**src/sfsp_pkg.sv**
```systemverilog
// shared constants and types for the serial flash status and protection block
package sfsp_pkg;
    // command opcodes, shifted most significant bit first
    localparam logic [7:0] OP_WR_ENABLE = 8'h06;
    localparam logic [7:0] OP_WR_DISABLE = 8'h04;
    localparam logic [7:0] OP_RD_STATUS = 8'h05;
    localparam logic [7:0] OP_WR_STATUS = 8'h01;
    localparam logic [7:0] OP_PAGE_WRITE = 8'h02;
    localparam logic [7:0] OP_BULK_ERASE = 8'hc7;
    localparam logic [7:0] OP_SECTOR_ERASE = 8'hd8;

    // status byte layout
    localparam int STAT_BUSY_BIT = 0;
    localparam int STAT_WEL_BIT = 1;
    localparam int STAT_BP_LSB = 2;
    localparam int STAT_BP_W = 3;
    localparam logic [2:0] BP_RESET = 3'h0;

    // framing
    localparam int ADDR_BYTES = 3;
    localparam int PAGE_BYTES = 256;
    localparam int DEF_SECTORS = 32;

    // self-timed cycle lengths, in microseconds, and their clock counts
    localparam int CLK_PERIOD_NS = 100;
    localparam int WR_STATUS_US = 5000;
    localparam int PAGE_WRITE_US = 5000;
    localparam int SECTOR_ERASE_US = 5000;
    localparam int BULK_ERASE_US = 5000;
    localparam int WR_STATUS_CYC = WR_STATUS_US * 1000 / CLK_PERIOD_NS;
    localparam int PAGE_WRITE_CYC = PAGE_WRITE_US * 1000 / CLK_PERIOD_NS;
    localparam int SECTOR_ERASE_CYC = SECTOR_ERASE_US * 1000 / CLK_PERIOD_NS;
    localparam int BULK_ERASE_CYC = BULK_ERASE_US * 1000 / CLK_PERIOD_NS;

    typedef enum logic [1:0] {MEM_PAGE, MEM_SECTOR, MEM_BULK, MEM_STATUS} sfsp_mem_op_t;

    typedef enum logic [2:0] {
        ST_OPCODE, ST_ADDR, ST_WDATA, ST_DATA, ST_END, ST_STATUS, ST_SKIP
    } sfsp_state_t;

    // request handed to the array engine when a page write or erase cycle starts
    typedef struct packed {
        logic start;
        sfsp_mem_op_t op;
        logic [23:0] addr;
        logic [8:0] count;
        logic [7:0] base;
    } sfsp_mem_req_t;

    // link events seen in the system clock domain
    typedef struct packed {
        logic rise;
        logic fall;
        logic cs_n;
        logic cs_rise;
        logic din;
    } sfsp_link_ev_t;
endpackage

```
**src/sfsp_flash_status.sv**
```systemverilog
// status register, write enable latch and block protection of a serial flash
// Notes on behaviour
// - read status repeats the status byte while select stays low
// - page write needs one data byte; only the last 256 bytes are kept
// - opcode 06 sets the write enable latch, status bit 1
// - opcode 04 clears the write enable latch
// - latch clears at power-up and when any write or erase cycle completes
// - opcode 05 shifts out the status register
// - status bit 0 is high exactly while a write or erase cycle runs
// - with the latch clear every write or erase command is refused
// - bulk erase only runs when all protect bits are zero
// - page writes and sector erases into the protected region are refused
// - protect bits are kept in nonvolatile storage across power cycles
// - four-sector decoding: none, sector 3, sectors 2-3, all
// - eight-sector decoding: none, 7, 6-7, 4-7, top bit set protects all
// - 32-sector decoding: none, 31, 30-31, 28-31, 24-31, 16-31, all
// - 128-sector decoding: none, 126-127 doubling up to 64-127, then all
// - 64-sector decoding: none, 63, 62-63 doubling up to 32-63, then all
// - read status is answered at any time, also during a busy cycle
// - all bytes travel most significant bit first both ways
// - input bits are latched on serial clock rising edges after select falls
// - write-type commands end on a byte boundary or are discarded
// - while busy, memory access commands are refused and the cycle continues
`timescale 1ns/1ps
module sfsp_flash_status #(
    parameter int SECTORS = sfsp_pkg::DEF_SECTORS,
    parameter int WR_STATUS_CYC = sfsp_pkg::WR_STATUS_CYC,
    parameter int PAGE_WRITE_CYC = sfsp_pkg::PAGE_WRITE_CYC,
    parameter int SECTOR_ERASE_CYC = sfsp_pkg::SECTOR_ERASE_CYC,
    parameter int BULK_ERASE_CYC = sfsp_pkg::BULK_ERASE_CYC
) (
    // clock, reset, enable
    input wire logic i_sys_clk,
    input wire logic i_resetn,
    input wire logic i_clk_en,
    // serial link
    input wire logic i_serial_clock,
    input wire logic i_chip_select_n,
    input wire logic i_serial_data_in,
    output logic o_serial_data_out,
    output logic o_serial_data_oe,
    // nonvolatile protect storage
    input wire logic [2:0] i_nv_protect,
    output logic o_nv_protect_wr,
    output logic [2:0] o_nv_protect_data,
    // array engine side
    output sfsp_pkg::sfsp_mem_req_t o_mem_req,
    input wire logic [7:0] i_page_rd_idx,
    output logic [7:0] o_page_rd_data,
    // observation
    output logic [7:0] o_status
);
    localparam logic [2:0] BP_MASK = (SECTORS == 4) ? 3'h3 : 3'h7;

    generate
        if (SECTORS != 4 && SECTORS != 8 && SECTORS != 32 && SECTORS != 64
                && SECTORS != 128) begin : g_bad_sectors
            $error("unsupported sector count");
        end
        if (WR_STATUS_CYC < 1 || PAGE_WRITE_CYC < 1 || SECTOR_ERASE_CYC < 1
                || BULK_ERASE_CYC < 1) begin : g_bad_cycles
            $error("cycle counts must be at least one");
        end
    endgenerate

    typedef struct packed {
        sfsp_pkg::sfsp_state_t st;
        logic [2:0] bitc;
        logic [7:0] sh;
        logic [7:0] op;
        logic [1:0] abyte;
        logic [23:0] addr;
        logic [8:0] dcnt;
        logic [7:0] wptr;
        logic [7:0] sr_new;
        logic wel;
        logic busy;
        logic [31:0] timer;
        sfsp_pkg::sfsp_mem_op_t kind;
        logic [2:0] bp;
        logic nv_loaded;
        logic nv_wr;
        logic [7:0] osh;
        logic [2:0] ocnt;
        logic do_q;
        logic oe_q;
        logic [7:0] stat;
        sfsp_pkg::sfsp_mem_req_t req;
    } sfsp_main_st_t;

    logic rst_meta_q;
    logic rst_n;
    sfsp_main_st_t q;
    sfsp_main_st_t d;
    sfsp_pkg::sfsp_link_ev_t ev;
    logic hit;
    logic exec;
    logic [7:0] byte_w;
    logic [7:0] status_now;
    logic buf_we;
    logic [7:0] page_buf [sfsp_pkg::PAGE_BYTES];
    logic [7:0] rd_q;

    always_ff @(posedge i_sys_clk or negedge i_resetn) begin
        if (!i_resetn) begin
            rst_meta_q <= 1'b0;
            rst_n <= 1'b0;
        end else begin
            rst_meta_q <= 1'b1;
            rst_n <= rst_meta_q;
        end
    end

    sfsp_link_sync u_sync (
        .i_sys_clk(i_sys_clk),
        .i_rst_n(rst_n),
        .i_clk_en(i_clk_en),
        .i_serial_clock(i_serial_clock),
        .i_chip_select_n(i_chip_select_n),
        .i_serial_data_in(i_serial_data_in),
        .o_ev(ev)
    );

    sfsp_protect_map #(.SECTORS(SECTORS)) u_map (
        .i_level(q.bp),
        .i_addr(q.addr),
        .o_hit(hit)
    );

    // unused upper bits read zero
    assign status_now = {3'h0, q.bp, q.wel, q.busy};
    assign byte_w = {q.sh[6:0], ev.din};
    // commands run only when select rises on a byte boundary
    assign exec = ev.cs_rise && (q.bitc == 3'h0) && (q.st == sfsp_pkg::ST_END
        || (q.st == sfsp_pkg::ST_DATA && q.dcnt != 9'h000));

    always_comb begin
        d = q;
        buf_we = 1'b0;
        d.nv_wr = 1'b0;
        d.req.start = 1'b0;
        d.stat = status_now;
        // protect level comes back from nonvolatile storage once after reset
        if (!q.nv_loaded) begin
            d.bp = i_nv_protect & BP_MASK;
            d.nv_loaded = 1'b1;
        end
        if (q.busy) begin
            if (q.timer == 32'h0) begin
                d.busy = 1'b0;
                d.wel = 1'b0;
                if (q.kind == sfsp_pkg::MEM_STATUS) begin
                    d.bp = q.sr_new[sfsp_pkg::STAT_BP_LSB +: sfsp_pkg::STAT_BP_W] & BP_MASK;
                    d.nv_wr = 1'b1;
                end
            end else begin
                d.timer = q.timer - 32'h1;
            end
        end
        if (ev.cs_n) begin
            d.st = sfsp_pkg::ST_OPCODE;
            d.bitc = 3'h0;
            d.oe_q = 1'b0;
            d.ocnt = 3'h0;
            if (exec) begin
                d.req.addr = q.addr;
                d.req.count = q.dcnt;
                d.req.base = (q.dcnt == 9'h100) ? q.wptr : 8'h00;
                case (q.op)
                    sfsp_pkg::OP_WR_ENABLE: d.wel = 1'b1;
                    sfsp_pkg::OP_WR_DISABLE: d.wel = 1'b0;
                    sfsp_pkg::OP_WR_STATUS: begin
                        if (q.wel) begin
                            d.busy = 1'b1;
                            d.kind = sfsp_pkg::MEM_STATUS;
                            d.timer = 32'(WR_STATUS_CYC - 1);
                        end
                    end
                    sfsp_pkg::OP_PAGE_WRITE: begin
                        if (q.wel && !hit) begin
                            d.busy = 1'b1;
                            d.kind = sfsp_pkg::MEM_PAGE;
                            d.timer = 32'(PAGE_WRITE_CYC - 1);
                        end
                    end
                    sfsp_pkg::OP_SECTOR_ERASE: begin
                        if (q.wel && !hit) begin
                            d.busy = 1'b1;
                            d.kind = sfsp_pkg::MEM_SECTOR;
                            d.timer = 32'(SECTOR_ERASE_CYC - 1);
                        end
                    end
                    sfsp_pkg::OP_BULK_ERASE: begin
                        if (q.wel && q.bp == 3'h0) begin
                            d.busy = 1'b1;
                            d.kind = sfsp_pkg::MEM_BULK;
                            d.timer = 32'(BULK_ERASE_CYC - 1);
                        end
                    end
                    default: d.busy = q.busy;
                endcase
                d.req.op = d.kind;
                // status writes stay inside this block
                d.req.start = d.busy && !q.busy && d.kind != sfsp_pkg::MEM_STATUS;
            end
        end else begin
            if (ev.fall && q.st == sfsp_pkg::ST_STATUS) begin
                d.oe_q = 1'b1;
                d.do_q = q.osh[7];
                d.ocnt = q.ocnt + 3'h1;
                // fresh copy each byte so a busy poll sees the flag drop
                d.osh = (q.ocnt == 3'h7) ? status_now : {q.osh[6:0], 1'b0};
            end
            if (ev.rise) begin
                d.bitc = q.bitc + 3'h1;
                d.sh = byte_w;
                // clocks past a complete command move it to ST_SKIP, which exec never runs
                if (q.st == sfsp_pkg::ST_END) begin
                    d.st = sfsp_pkg::ST_SKIP;
                end
                if (q.bitc == 3'h7) begin
                    case (q.st)
                        sfsp_pkg::ST_OPCODE: begin
                            d.op = byte_w;
                            d.abyte = 2'h0;
                            d.dcnt = 9'h000;
                            d.wptr = 8'h00;
                            case (byte_w)
                                sfsp_pkg::OP_RD_STATUS: begin
                                    d.st = sfsp_pkg::ST_STATUS;
                                    d.osh = status_now;
                                end
                                sfsp_pkg::OP_WR_ENABLE, sfsp_pkg::OP_WR_DISABLE,
                                sfsp_pkg::OP_BULK_ERASE: begin
                                    d.st = q.busy ? sfsp_pkg::ST_SKIP : sfsp_pkg::ST_END;
                                end
                                sfsp_pkg::OP_WR_STATUS: begin
                                    d.st = q.busy ? sfsp_pkg::ST_SKIP : sfsp_pkg::ST_WDATA;
                                end
                                sfsp_pkg::OP_PAGE_WRITE, sfsp_pkg::OP_SECTOR_ERASE: begin
                                    d.st = q.busy ? sfsp_pkg::ST_SKIP : sfsp_pkg::ST_ADDR;
                                end
                                default: d.st = sfsp_pkg::ST_SKIP;
                            endcase
                        end
                        sfsp_pkg::ST_ADDR: begin
                            d.addr = {q.addr[15:0], byte_w};
                            d.abyte = q.abyte + 2'h1;
                            if (q.abyte == 2'(sfsp_pkg::ADDR_BYTES - 1)) begin
                                d.st = (q.op == sfsp_pkg::OP_PAGE_WRITE) ?
                                    sfsp_pkg::ST_DATA : sfsp_pkg::ST_END;
                            end
                        end
                        sfsp_pkg::ST_WDATA: begin
                            d.sr_new = byte_w;
                            d.st = sfsp_pkg::ST_END;
                        end
                        sfsp_pkg::ST_DATA: begin
                            // ring buffer: older bytes are overwritten
                            buf_we = 1'b1;
                            d.wptr = q.wptr + 8'h01;
                            if (q.dcnt != 9'h100) begin
                                d.dcnt = q.dcnt + 9'h001;
                            end
                        end
                        default: d.st = d.st;
                    endcase
                end
            end
        end
    end

    always_ff @(posedge i_sys_clk or negedge rst_n) begin
        if (!rst_n) begin
            q <= '0;
            q.st <= sfsp_pkg::ST_OPCODE;
            q.bp <= sfsp_pkg::BP_RESET;
        end else if (i_clk_en) begin
            q <= d;
        end
    end

    // page data storage, read by the array engine during a page cycle
    always_ff @(posedge i_sys_clk) begin
        if (i_clk_en) begin
            if (buf_we) begin
                page_buf[q.wptr] <= byte_w;
            end
            rd_q <= page_buf[i_page_rd_idx];
        end
    end

    assign o_serial_data_out = q.do_q;
    assign o_serial_data_oe = q.oe_q;
    assign o_nv_protect_wr = q.nv_wr;
    assign o_nv_protect_data = q.bp;
    assign o_mem_req = q.req;
    assign o_page_rd_data = rd_q;
    assign o_status = q.stat;
endmodule

```
**src/sfsp_link_sync.sv**
```systemverilog
// synchronises the serial link pins and finds clock edges and the select rising edge
`timescale 1ns/1ps
module sfsp_link_sync (
    // clock and reset
    input wire logic i_sys_clk,
    input wire logic i_rst_n,
    input wire logic i_clk_en,
    // raw link pins
    input wire logic i_serial_clock,
    input wire logic i_chip_select_n,
    input wire logic i_serial_data_in,
    // events
    output sfsp_pkg::sfsp_link_ev_t o_ev
);
    typedef struct packed {
        logic [2:0] meta;
        logic [2:0] sync;
        logic sck_prev;
        logic csn_prev;
    } sfsp_sync_st_t;

    sfsp_sync_st_t q;
    sfsp_sync_st_t d;

    always_comb begin
        d = q;
        d.meta = {i_serial_clock, i_chip_select_n, i_serial_data_in};
        d.sync = q.meta;
        d.sck_prev = q.sync[2];
        d.csn_prev = q.sync[1];
    end

    always_ff @(posedge i_sys_clk or negedge i_rst_n) begin
        if (!i_rst_n) begin
            q <= '{meta: 3'h2, sync: 3'h2, sck_prev: 1'b0, csn_prev: 1'b1};
        end else if (i_clk_en) begin
            q <= d;
        end
    end

    // only the second stage and its delayed copy are looked at
    always_comb begin
        o_ev.rise = q.sync[2] & ~q.sck_prev;
        o_ev.fall = ~q.sync[2] & q.sck_prev;
        o_ev.cs_n = q.sync[1];
        o_ev.cs_rise = q.sync[1] & ~q.csn_prev;
        o_ev.din = q.sync[0];
    end
endmodule

```
**src/sfsp_protect_map.sv**
```systemverilog
// decodes the protect level into the protected top region of the array
`timescale 1ns/1ps
module sfsp_protect_map #(
    parameter int SECTORS = 32
) (
    // protect level and target
    input wire logic [2:0] i_level,
    input wire logic [23:0] i_addr,
    // result
    output logic o_hit
);
    localparam int SHIFT = (SECTORS == 4) ? 15 : ((SECTORS == 64) ? 18 : 16);

    int lvl;
    int n;
    int sec;

    always_comb begin
        lvl = int'(i_level);
        sec = int'(i_addr[23:SHIFT]) & (SECTORS - 1);
        n = 0;
        case (SECTORS)
            4: n = (lvl == 3) ? 4 : lvl;
            8: n = (lvl >= 4) ? 8 : ((lvl == 3) ? 4 : lvl);
            32: n = (lvl >= 6) ? 32 : ((lvl == 0) ? 0 : (1 << (lvl - 1)));
            64: n = (lvl == 0) ? 0 : (1 << (lvl - 1));
            default: n = (lvl == 0) ? 0 : (1 << lvl);
        endcase
        // protected region is always the top n sectors
        o_hit = (n != 0) && (sec >= SECTORS - n);
    end
endmodule

```
**config.mk**
```make
export PLATFORM = sky130hd
export DESIGN_NAME = sfsp_flash_status
export DESIGN_NICKNAME = d
export VERILOG_FILES = /design/src/sfsp_pkg.sv /design/src/sfsp_flash_status.sv /design/src/sfsp_link_sync.sv /design/src/sfsp_protect_map.sv
export SDC_FILE = /design/constraint.sdc
export NUM_CORES = 2
export LEC_CHECK = 0
export BUFFER_PORTS_ARGS = -buffer_cell sky130_fd_sc_hd__buf_2
export CAP_MARGIN = 5
export CORE_MARGIN = 10
export CORE_UTILIZATION = 35
export DETAILED_ROUTE_END_ITERATION = 16
export SETUP_SLACK_MARGIN = 0.1
export SLEW_MARGIN = 20
export SYNTH_ARGS = -nofsm -noshare
export SYNTH_HDL_FRONTEND = slang
export SYNTH_SLANG_ARGS = --single-unit
```
**constraint.sdc**
```tcl
create_clock -name i_sys_clk -period 8.3 [get_ports i_sys_clk]
set_input_delay 1.66 -clock i_sys_clk [delete_from_list [all_inputs] [get_ports i_sys_clk]]
set_output_delay 1.66 -clock i_sys_clk [all_outputs]
set_load 0.03 [all_outputs]
```
Yosys cells after proc, flatten, opt, wreduce, memory -nomap -nowiden --
Memory sizes are Yosys's and may differ from the RTL's. A register that Yosys moved wholly into a read port is not among the register bits. Cells that the tools add are included.
Cells by class: $add $sub $neg 8, $lt $le $gt $ge 2, equality and inequality tests 26, shift operators 1, muxes and demuxes 61, bitwise logic cells 7, reduce and logical (&&, ||, !) cells 38
Operator list (number):
- two-way mux 35 bit | 4
- one-hot mux 34 bit (4 select lines) | 1
- two-way mux 34 bit | 3
- two-way mux 32 bit | 3
- two-way mux 44 bit | 2
- two-way mux 73 bit | 1
- two-way mux 36 bit | 2
- two-way mux 8 bit | 8
- two-way mux 59 bit | 1
- equality test 8 x 3 -> 1 bit (second input constant) | 5
- one-hot mux 17 bit (2 select lines) | 1
- equality test 8 bit (second input constant) | 4
- greater-or-equal comparator 6 x 32 -> 1 bit | 1
- zero test 32 bit | 1
- nonzero test 32 bit | 1
- << shifter 1 x 32 -> 32 bit (first input constant) | 1
- subtractor 32 x 1 -> 32 bit (second input constant) | 1
- subtractor 7 x 32 -> 32 bit (first input constant) | 1
- two-way mux 3 bit | 10
- AND reduction 5 bit | 5
- two-way mux 24 bit | 1
- equality test 8 x 1 -> 1 bit (second input constant) | 2
- equality test 8 x 2 -> 1 bit (second input constant) | 2
- two-way mux 1 bit | 13
- 37 further kinds | 69
Storage, ports and cells: register bits after elaboration 184, bits in writable memories 2048, output and inout port bits 66, word-level logic and storage cells 175, memories 1
Memories:
- page_buf | words 256, width 8, read ports 1, clocked after Yosys merged registers in 1, write ports 1, RTL line sfsp_flash_status.sv:101 | logic [7:0] page_buf [sfsp_pkg::PAGE_BYTES];

Logic depth before layout (Yosys ltp) --
depth in word-level cells 17, depth in mapped cells 17

By module --
Synthesis repeated with hierarchy kept, for this count alone.
Second synthesis, totals: cells, all modules 4669, area total of the unflattened synthesis 88237.1 µm²
By module, submodules not included:
- sfsp_flash_status | instances 1, cells an instance 4586, area an instance 87413.8 µm²
- sfsp_protect_map | instances 1, cells an instance 61, area an instance 454.2 µm²
- sfsp_link_sync | instances 1, cells an instance 22, area an instance 369.1 µm²

Least setup slack after synthesis --
OpenSTA, ideal clock, no wires.
path type register to register, start register q, in the netlist byte_w[3], end register q[177] in the netlist's numbering, arrival 4.810 ns, required time 8.170 ns, path slack 3.360 ns, stages on the path, launching flop included 8, buffers on the path 0, clock period less this slack 4.940 ns, cell sequence dfrtp_1 and4b_1 a22oi_1 or2_2 o21ai_0 nand3_1 a31oi_1 o41ai_1
On the way: cells in the longest elaborated chain, start to end 7
Ends and longest elaborated chain:
- from (decl) | RTL line sfsp_flash_status.sv:93 | sfsp_main_st_t q;
- equality test 8 x 3 -> 1 bit, or another cell as far along | RTL line sfsp_flash_status.sv:228 | case (byte_w)
- OR reduction 3 bit / OR reduction 2 bit (equally long branches) | RTL line sfsp_flash_status.sv:228
- one-hot mux 3 bit (4 select lines) (*) | RTL line sfsp_flash_status.sv:228
- one-hot mux 3 bit (3 select lines) (*) | RTL line sfsp_flash_status.sv:222 | case (q.st)
- two-way mux 3 bit (*) | RTL line sfsp_flash_status.sv:221 | if (q.bitc == 3'h7) begin
- two-way mux 73 bit (*) | RTL line sfsp_flash_status.sv:214 | if (ev.rise) begin
- two-way mux 6 bit (*) | RTL line sfsp_flash_status.sv:160 | if (ev.cs_n) begin
Every way passes the cells marked *; elsewhere a longest branch is shown, timed or not. The select of a mux whose other input is x is not followed. A chain may end at the register's enable or synchronous reset.

Worst setup path in the final report --
start input port i_clk_en, end memory page_buf[116][5], enable pin
On the way: cells in the longest elaborated chain, start to end 2
Ends and longest elaborated chain:
- from (decl) | RTL line sfsp_flash_status.sv:35 | input wire logic i_clk_en,
- two-way mux 1 bit | RTL line sfsp_flash_status.sv:285 | if (i_clk_en) begin
- two-way mux 1 bit (not written as such) | RTL line sfsp_flash_status.sv:287 | page_buf[q.wptr] <= byte_w;
- to (decl) | RTL line sfsp_flash_status.sv:101
Every way passes these cells.

==> results.sh <==
export IMPL_setup_tns_final_ns=0
export IMPL_slew_violations=0
export IMPL_drtPass1Iterations=5
export IMPL_die_h_um=522
export IMPL_first_iter_violations=4468
export IMPL_finalWorstSetupSlack_ns=3.21
export IMPL_p_sw_uw=5990
export IMPL_worstSetupPathType="input port to flip-flop"
export IMPL_slowest_delay_ns=0.90
export IMPL_cts_resized=0
export IMPL_clockPowerShare_pct=40.0
export IMPL_gp_congestion=0.817
export IMPL_cts_sinks=2234
export IMPL_grt_first_pass_wirelength_um=307000
export IMPL_fin_crit_sh_pct=61.3
export IMPL_clk_path_buf_depth=3
export IMPL_fin_nets=4439
export IMPL_htreeDepth=4
export IMPL_layout_drive_gt1_share_pct=26.6
export IMPL_slew_headroom_pct=23.8
export IMPL_synthAdderAreaFrac_pct=0.369
export IMPL_grt_pass1_vias=43100
export IMPL_worstPathArrival_ns=5.58
export IMPL_synthTopCellsByCount="edfxtp_1 (2056), mux4_2 (608), nor2_1 (343)"
export IMPL_rrSetupSlack_ns=3.85
export IMPL_multiInputGateArea_mm2=0.0204
export IMPL_routed_wirelength_um=208000
export IMPL_drtAntennaViolNets=0
export IMPL_synth_xor_area_share_pct=0.377
export IMPL_post_cts_setup_buffers=0
export IMPL_viasPerCell=5.30
export IMPL_synth_top_family_by_area="multiplexers"
export IMPL_worst_pin_slew_ns=1.14
export IMPL_maxCapViolCount=0
export IMPL_synth_edf_count=2056
export IMPL_combPwrFrac_pct=7.4
export IMPL_final_cells=7933
export IMPL_grt_antenna_before_repair=9
export IMPL_drc=0
export IMPL_hold_end="rst_n"
export IMPL_critical_path_peak_fanout=38
export IMPL_num_rows=184
export IMPL_grt_max_degree=195
export IMPL_critPathSlowestCell="nor2_1"
export IMPL_cts_tree="yes"
export IMPL_area_growth_pct=12.9
export IMPL_outcome="finished, final reports clean"
export IMPL_ys_seq_area_share_pct=75.1
export IMPL_clock_fmax_ghz=0.197
export IMPL_synth_most_common_cell="edfxtp_1"
export IMPL_path_clk_slew_ns=0.06
export IMPL_hold_class="flip-flop to flip-flop"
export IMPL_synthesis_area_mm2=0.0882
export IMPL_async_flop_share_pct=7.97
export IMPL_initial_utilization_pct=35.1
export IMPL_core_area_mm2=0.251
export IMPL_synth_top_cell_area_share_pct=70.0
export IMPL_synth_cell_types=78
export IMPL_setup_violations=0
export IMPL_synth_area_mux_share_pct=16.8
export IMPL_power_leakage_uw=0.0317
export IMPL_hold_depth=0
export IMPL_cts_made_buffers=221
export IMPL_power_frac_seq_pct=52.6
export IMPL_post_place_cells=7520
export IMPL_vias=42000
export IMPL_worst_setup_path_end_kind="flip-flop"
export IMPL_ff_latch_area_mm2=0.0662
export IMPL_n_fill_cell=22200
export IMPL_crit_buf_inv=3
export IMPL_globalRouteTotalUtil_pct=15.0
export IMPL_syn_mean_instance_area_um2=20.4
export IMPL_routedWlPerCell_um=26.2
export IMPL_ys_ff_latch=2234
export IMPL_finClkSkew_ns=0.0610
export IMPL_reg2reg_depth=15
export IMPL_ys_flop_type="edfxtp_1"
export IMPL_synth_compound_area_share_pct=1.60
export IMPL_synth_cells=4313
export IMPL_grt_setup_unrepaired="false"
export IMPL_critical_path_top_delay_family="simple AND/OR/NAND/NOR gates"
export IMPL_worstReg2RegEnd="q[80]"
export IMPL_port_buffer_count=79
export IMPL_yosysWarningCount=0
export IMPL_overflow=0
export IMPL_power_density_mw_per_mm2=258
export IMPL_ir_worst_vdd_v=0.000266
export IMPL_hold_start="rst_meta_q"
export IMPL_r2r_start="o_nv_protect_data[0]"
export IMPL_post_route_min_period_ns=5.09
export IMPL_hold_buffers=0
export IMPL_p_int_uw=19700
export IMPL_start_kind="input port"
export IMPL_synth_simple_area_share_pct=3.87
export IMPL_chipWidth_um=522
export IMPL_required_ns=8.79
export IMPL_sw_frac_of_total_pct=23.3
export IMPL_dieArea_mm2=0.272
export IMPL_synth_area_leaders="edfxtp_1 (70%), mux4_2 (16%), dfrtp_1 (5.0%)"
export IMPL_dpl_worst_slack_ns=2.36
export IMPL_place_hpwl_um=125000
export IMPL_clkLatencyLatePin_ns=0.87
export IMPL_final_hold_violation_count=0
export IMPL_synth_area_leader_cell="edfxtp_1"
export IMPL_cp_cell_sequence="buf_2, buf_4, nor4bb_2, buf_4, nand2_1, nor2_1, and3_1, nand3_1, nor2_1"
export IMPL_ioPinCount=83
export IMPL_cts_root_buf="clkbuf_16"
worst max path at each step:
| stage | start | to | cells past startpoint |
|---|---|---|---|
| 2_1_floorplan | rst_n | byte_w[1] | 0 |
| 3_3_place_gp | i_clk_en | page_buf[101][4] | 9 |
| 3_5_place_dp | i_clk_en | page_buf[228][7] | 9 |
| 4_1_cts | i_clk_en | page_buf[233][3] | 9 |
| 5_1_grt | i_clk_en | page_buf[114][1] | 9 |
| 6_report | i_clk_en | page_buf[116][5] | 9 |
power by group through the flow:
stage	sequential, µW	clock [µW]	combinational (µW)
6_report	13500	10300	1890
5_1_grt	13500	10900	2050
4_1_cts	13500	10500	1920
3_5_place_dp	13800	0	1930
3_3_place_gp	13800	0	1880
2_1_floorplan	14200	0	656
metrics by stage:
| stage | total power (µW) | hold WS, ns | instance area [µm²] | util (%) |
|---|---|---|---|---|
| finish | 25700 | 0.350 | 99600 | 39.7 |
| global route | 26500 | 0.379 | 99600 | 39.7 |
| CTS | 25900 | 0.354 | 99500 | 39.7 |
| detailed placement | 15700 | 0.339 | 92000 | 36.7 |
| global placement | 15600 | 0.335 | 92000 | 36.7 |
| floorplan | 14900 | 0.331 | 88200 | - |
cell families (layout without fill, tap and decap cells):
family	Yosys count	count (layout)
buf+inv	321	587
flops	2234	2234
mux	711	711
simple gates	766	766
xor+xnor	38	38
other cells	2	8
fa+ha+maj	26	26
compound gates	215	215
cell usage in the layout, fill, tap and decap left out, types with 28 or more instances in the layout:
master     instances
nand2_1          241
dfrtp_1          166
o21ai_0           45
clkbuf_1          36
clkbuf_16        222
o22ai_1           72
buf_2             74
clkinv_1          44
edfxtp_1        2056
clkinv_2          29
mux4_2           608
nor2_1           343
buf_4             60
inv_1             28
mux2_2            86
bufinv_16         32
cell type report:
type	instances	share of cell area (%)
Sequential cell	2234	66.5
Multi-Input combinational cell	1760	20.5
Antenna cell	4	0.0101
Clock inverter	146	1.77
Inverter	28	0.106
Timing Repair Buffer	151	1.13
Tap cell	3348	4.21
Clock buffer	262	5.77
state kept, by name, indices dropped and copies added (netlist names), 3 cells and up:
signal and count:
o_mem_req 44, byte_w 7, o_page_rd_data 8, page_buf 2048, o_status 5, q 104
u_sync.d 4, o_nv_protect_data 3
routing by layer:
layer / wire [µm] / track usage [%]
met5: 46 / 0
met4: 5000 / 3.92
met3: 15400 / 3.24
met2: 98500 / 23.7
met1: 89200 / 21.2
worst register-to-register path: stages, from the launching register on:
cell      delay, ns
dfrtp_1        0.53
inv_1          0.24
ha_1           0.33
or3_4          0.40
and2_1         0.19
or4_1          0.49
ha_1           0.28
xnor2_1        0.16
ha_1           0.27
o21ai_0        0.07
a21o_1         0.16
a21oi_1        0.16
o221ai_2       0.16
and3b_1        0.27
o21ai_1        0.48
nand3_1        0.13
No activity file was read; power rests on OpenSTA's default activity.
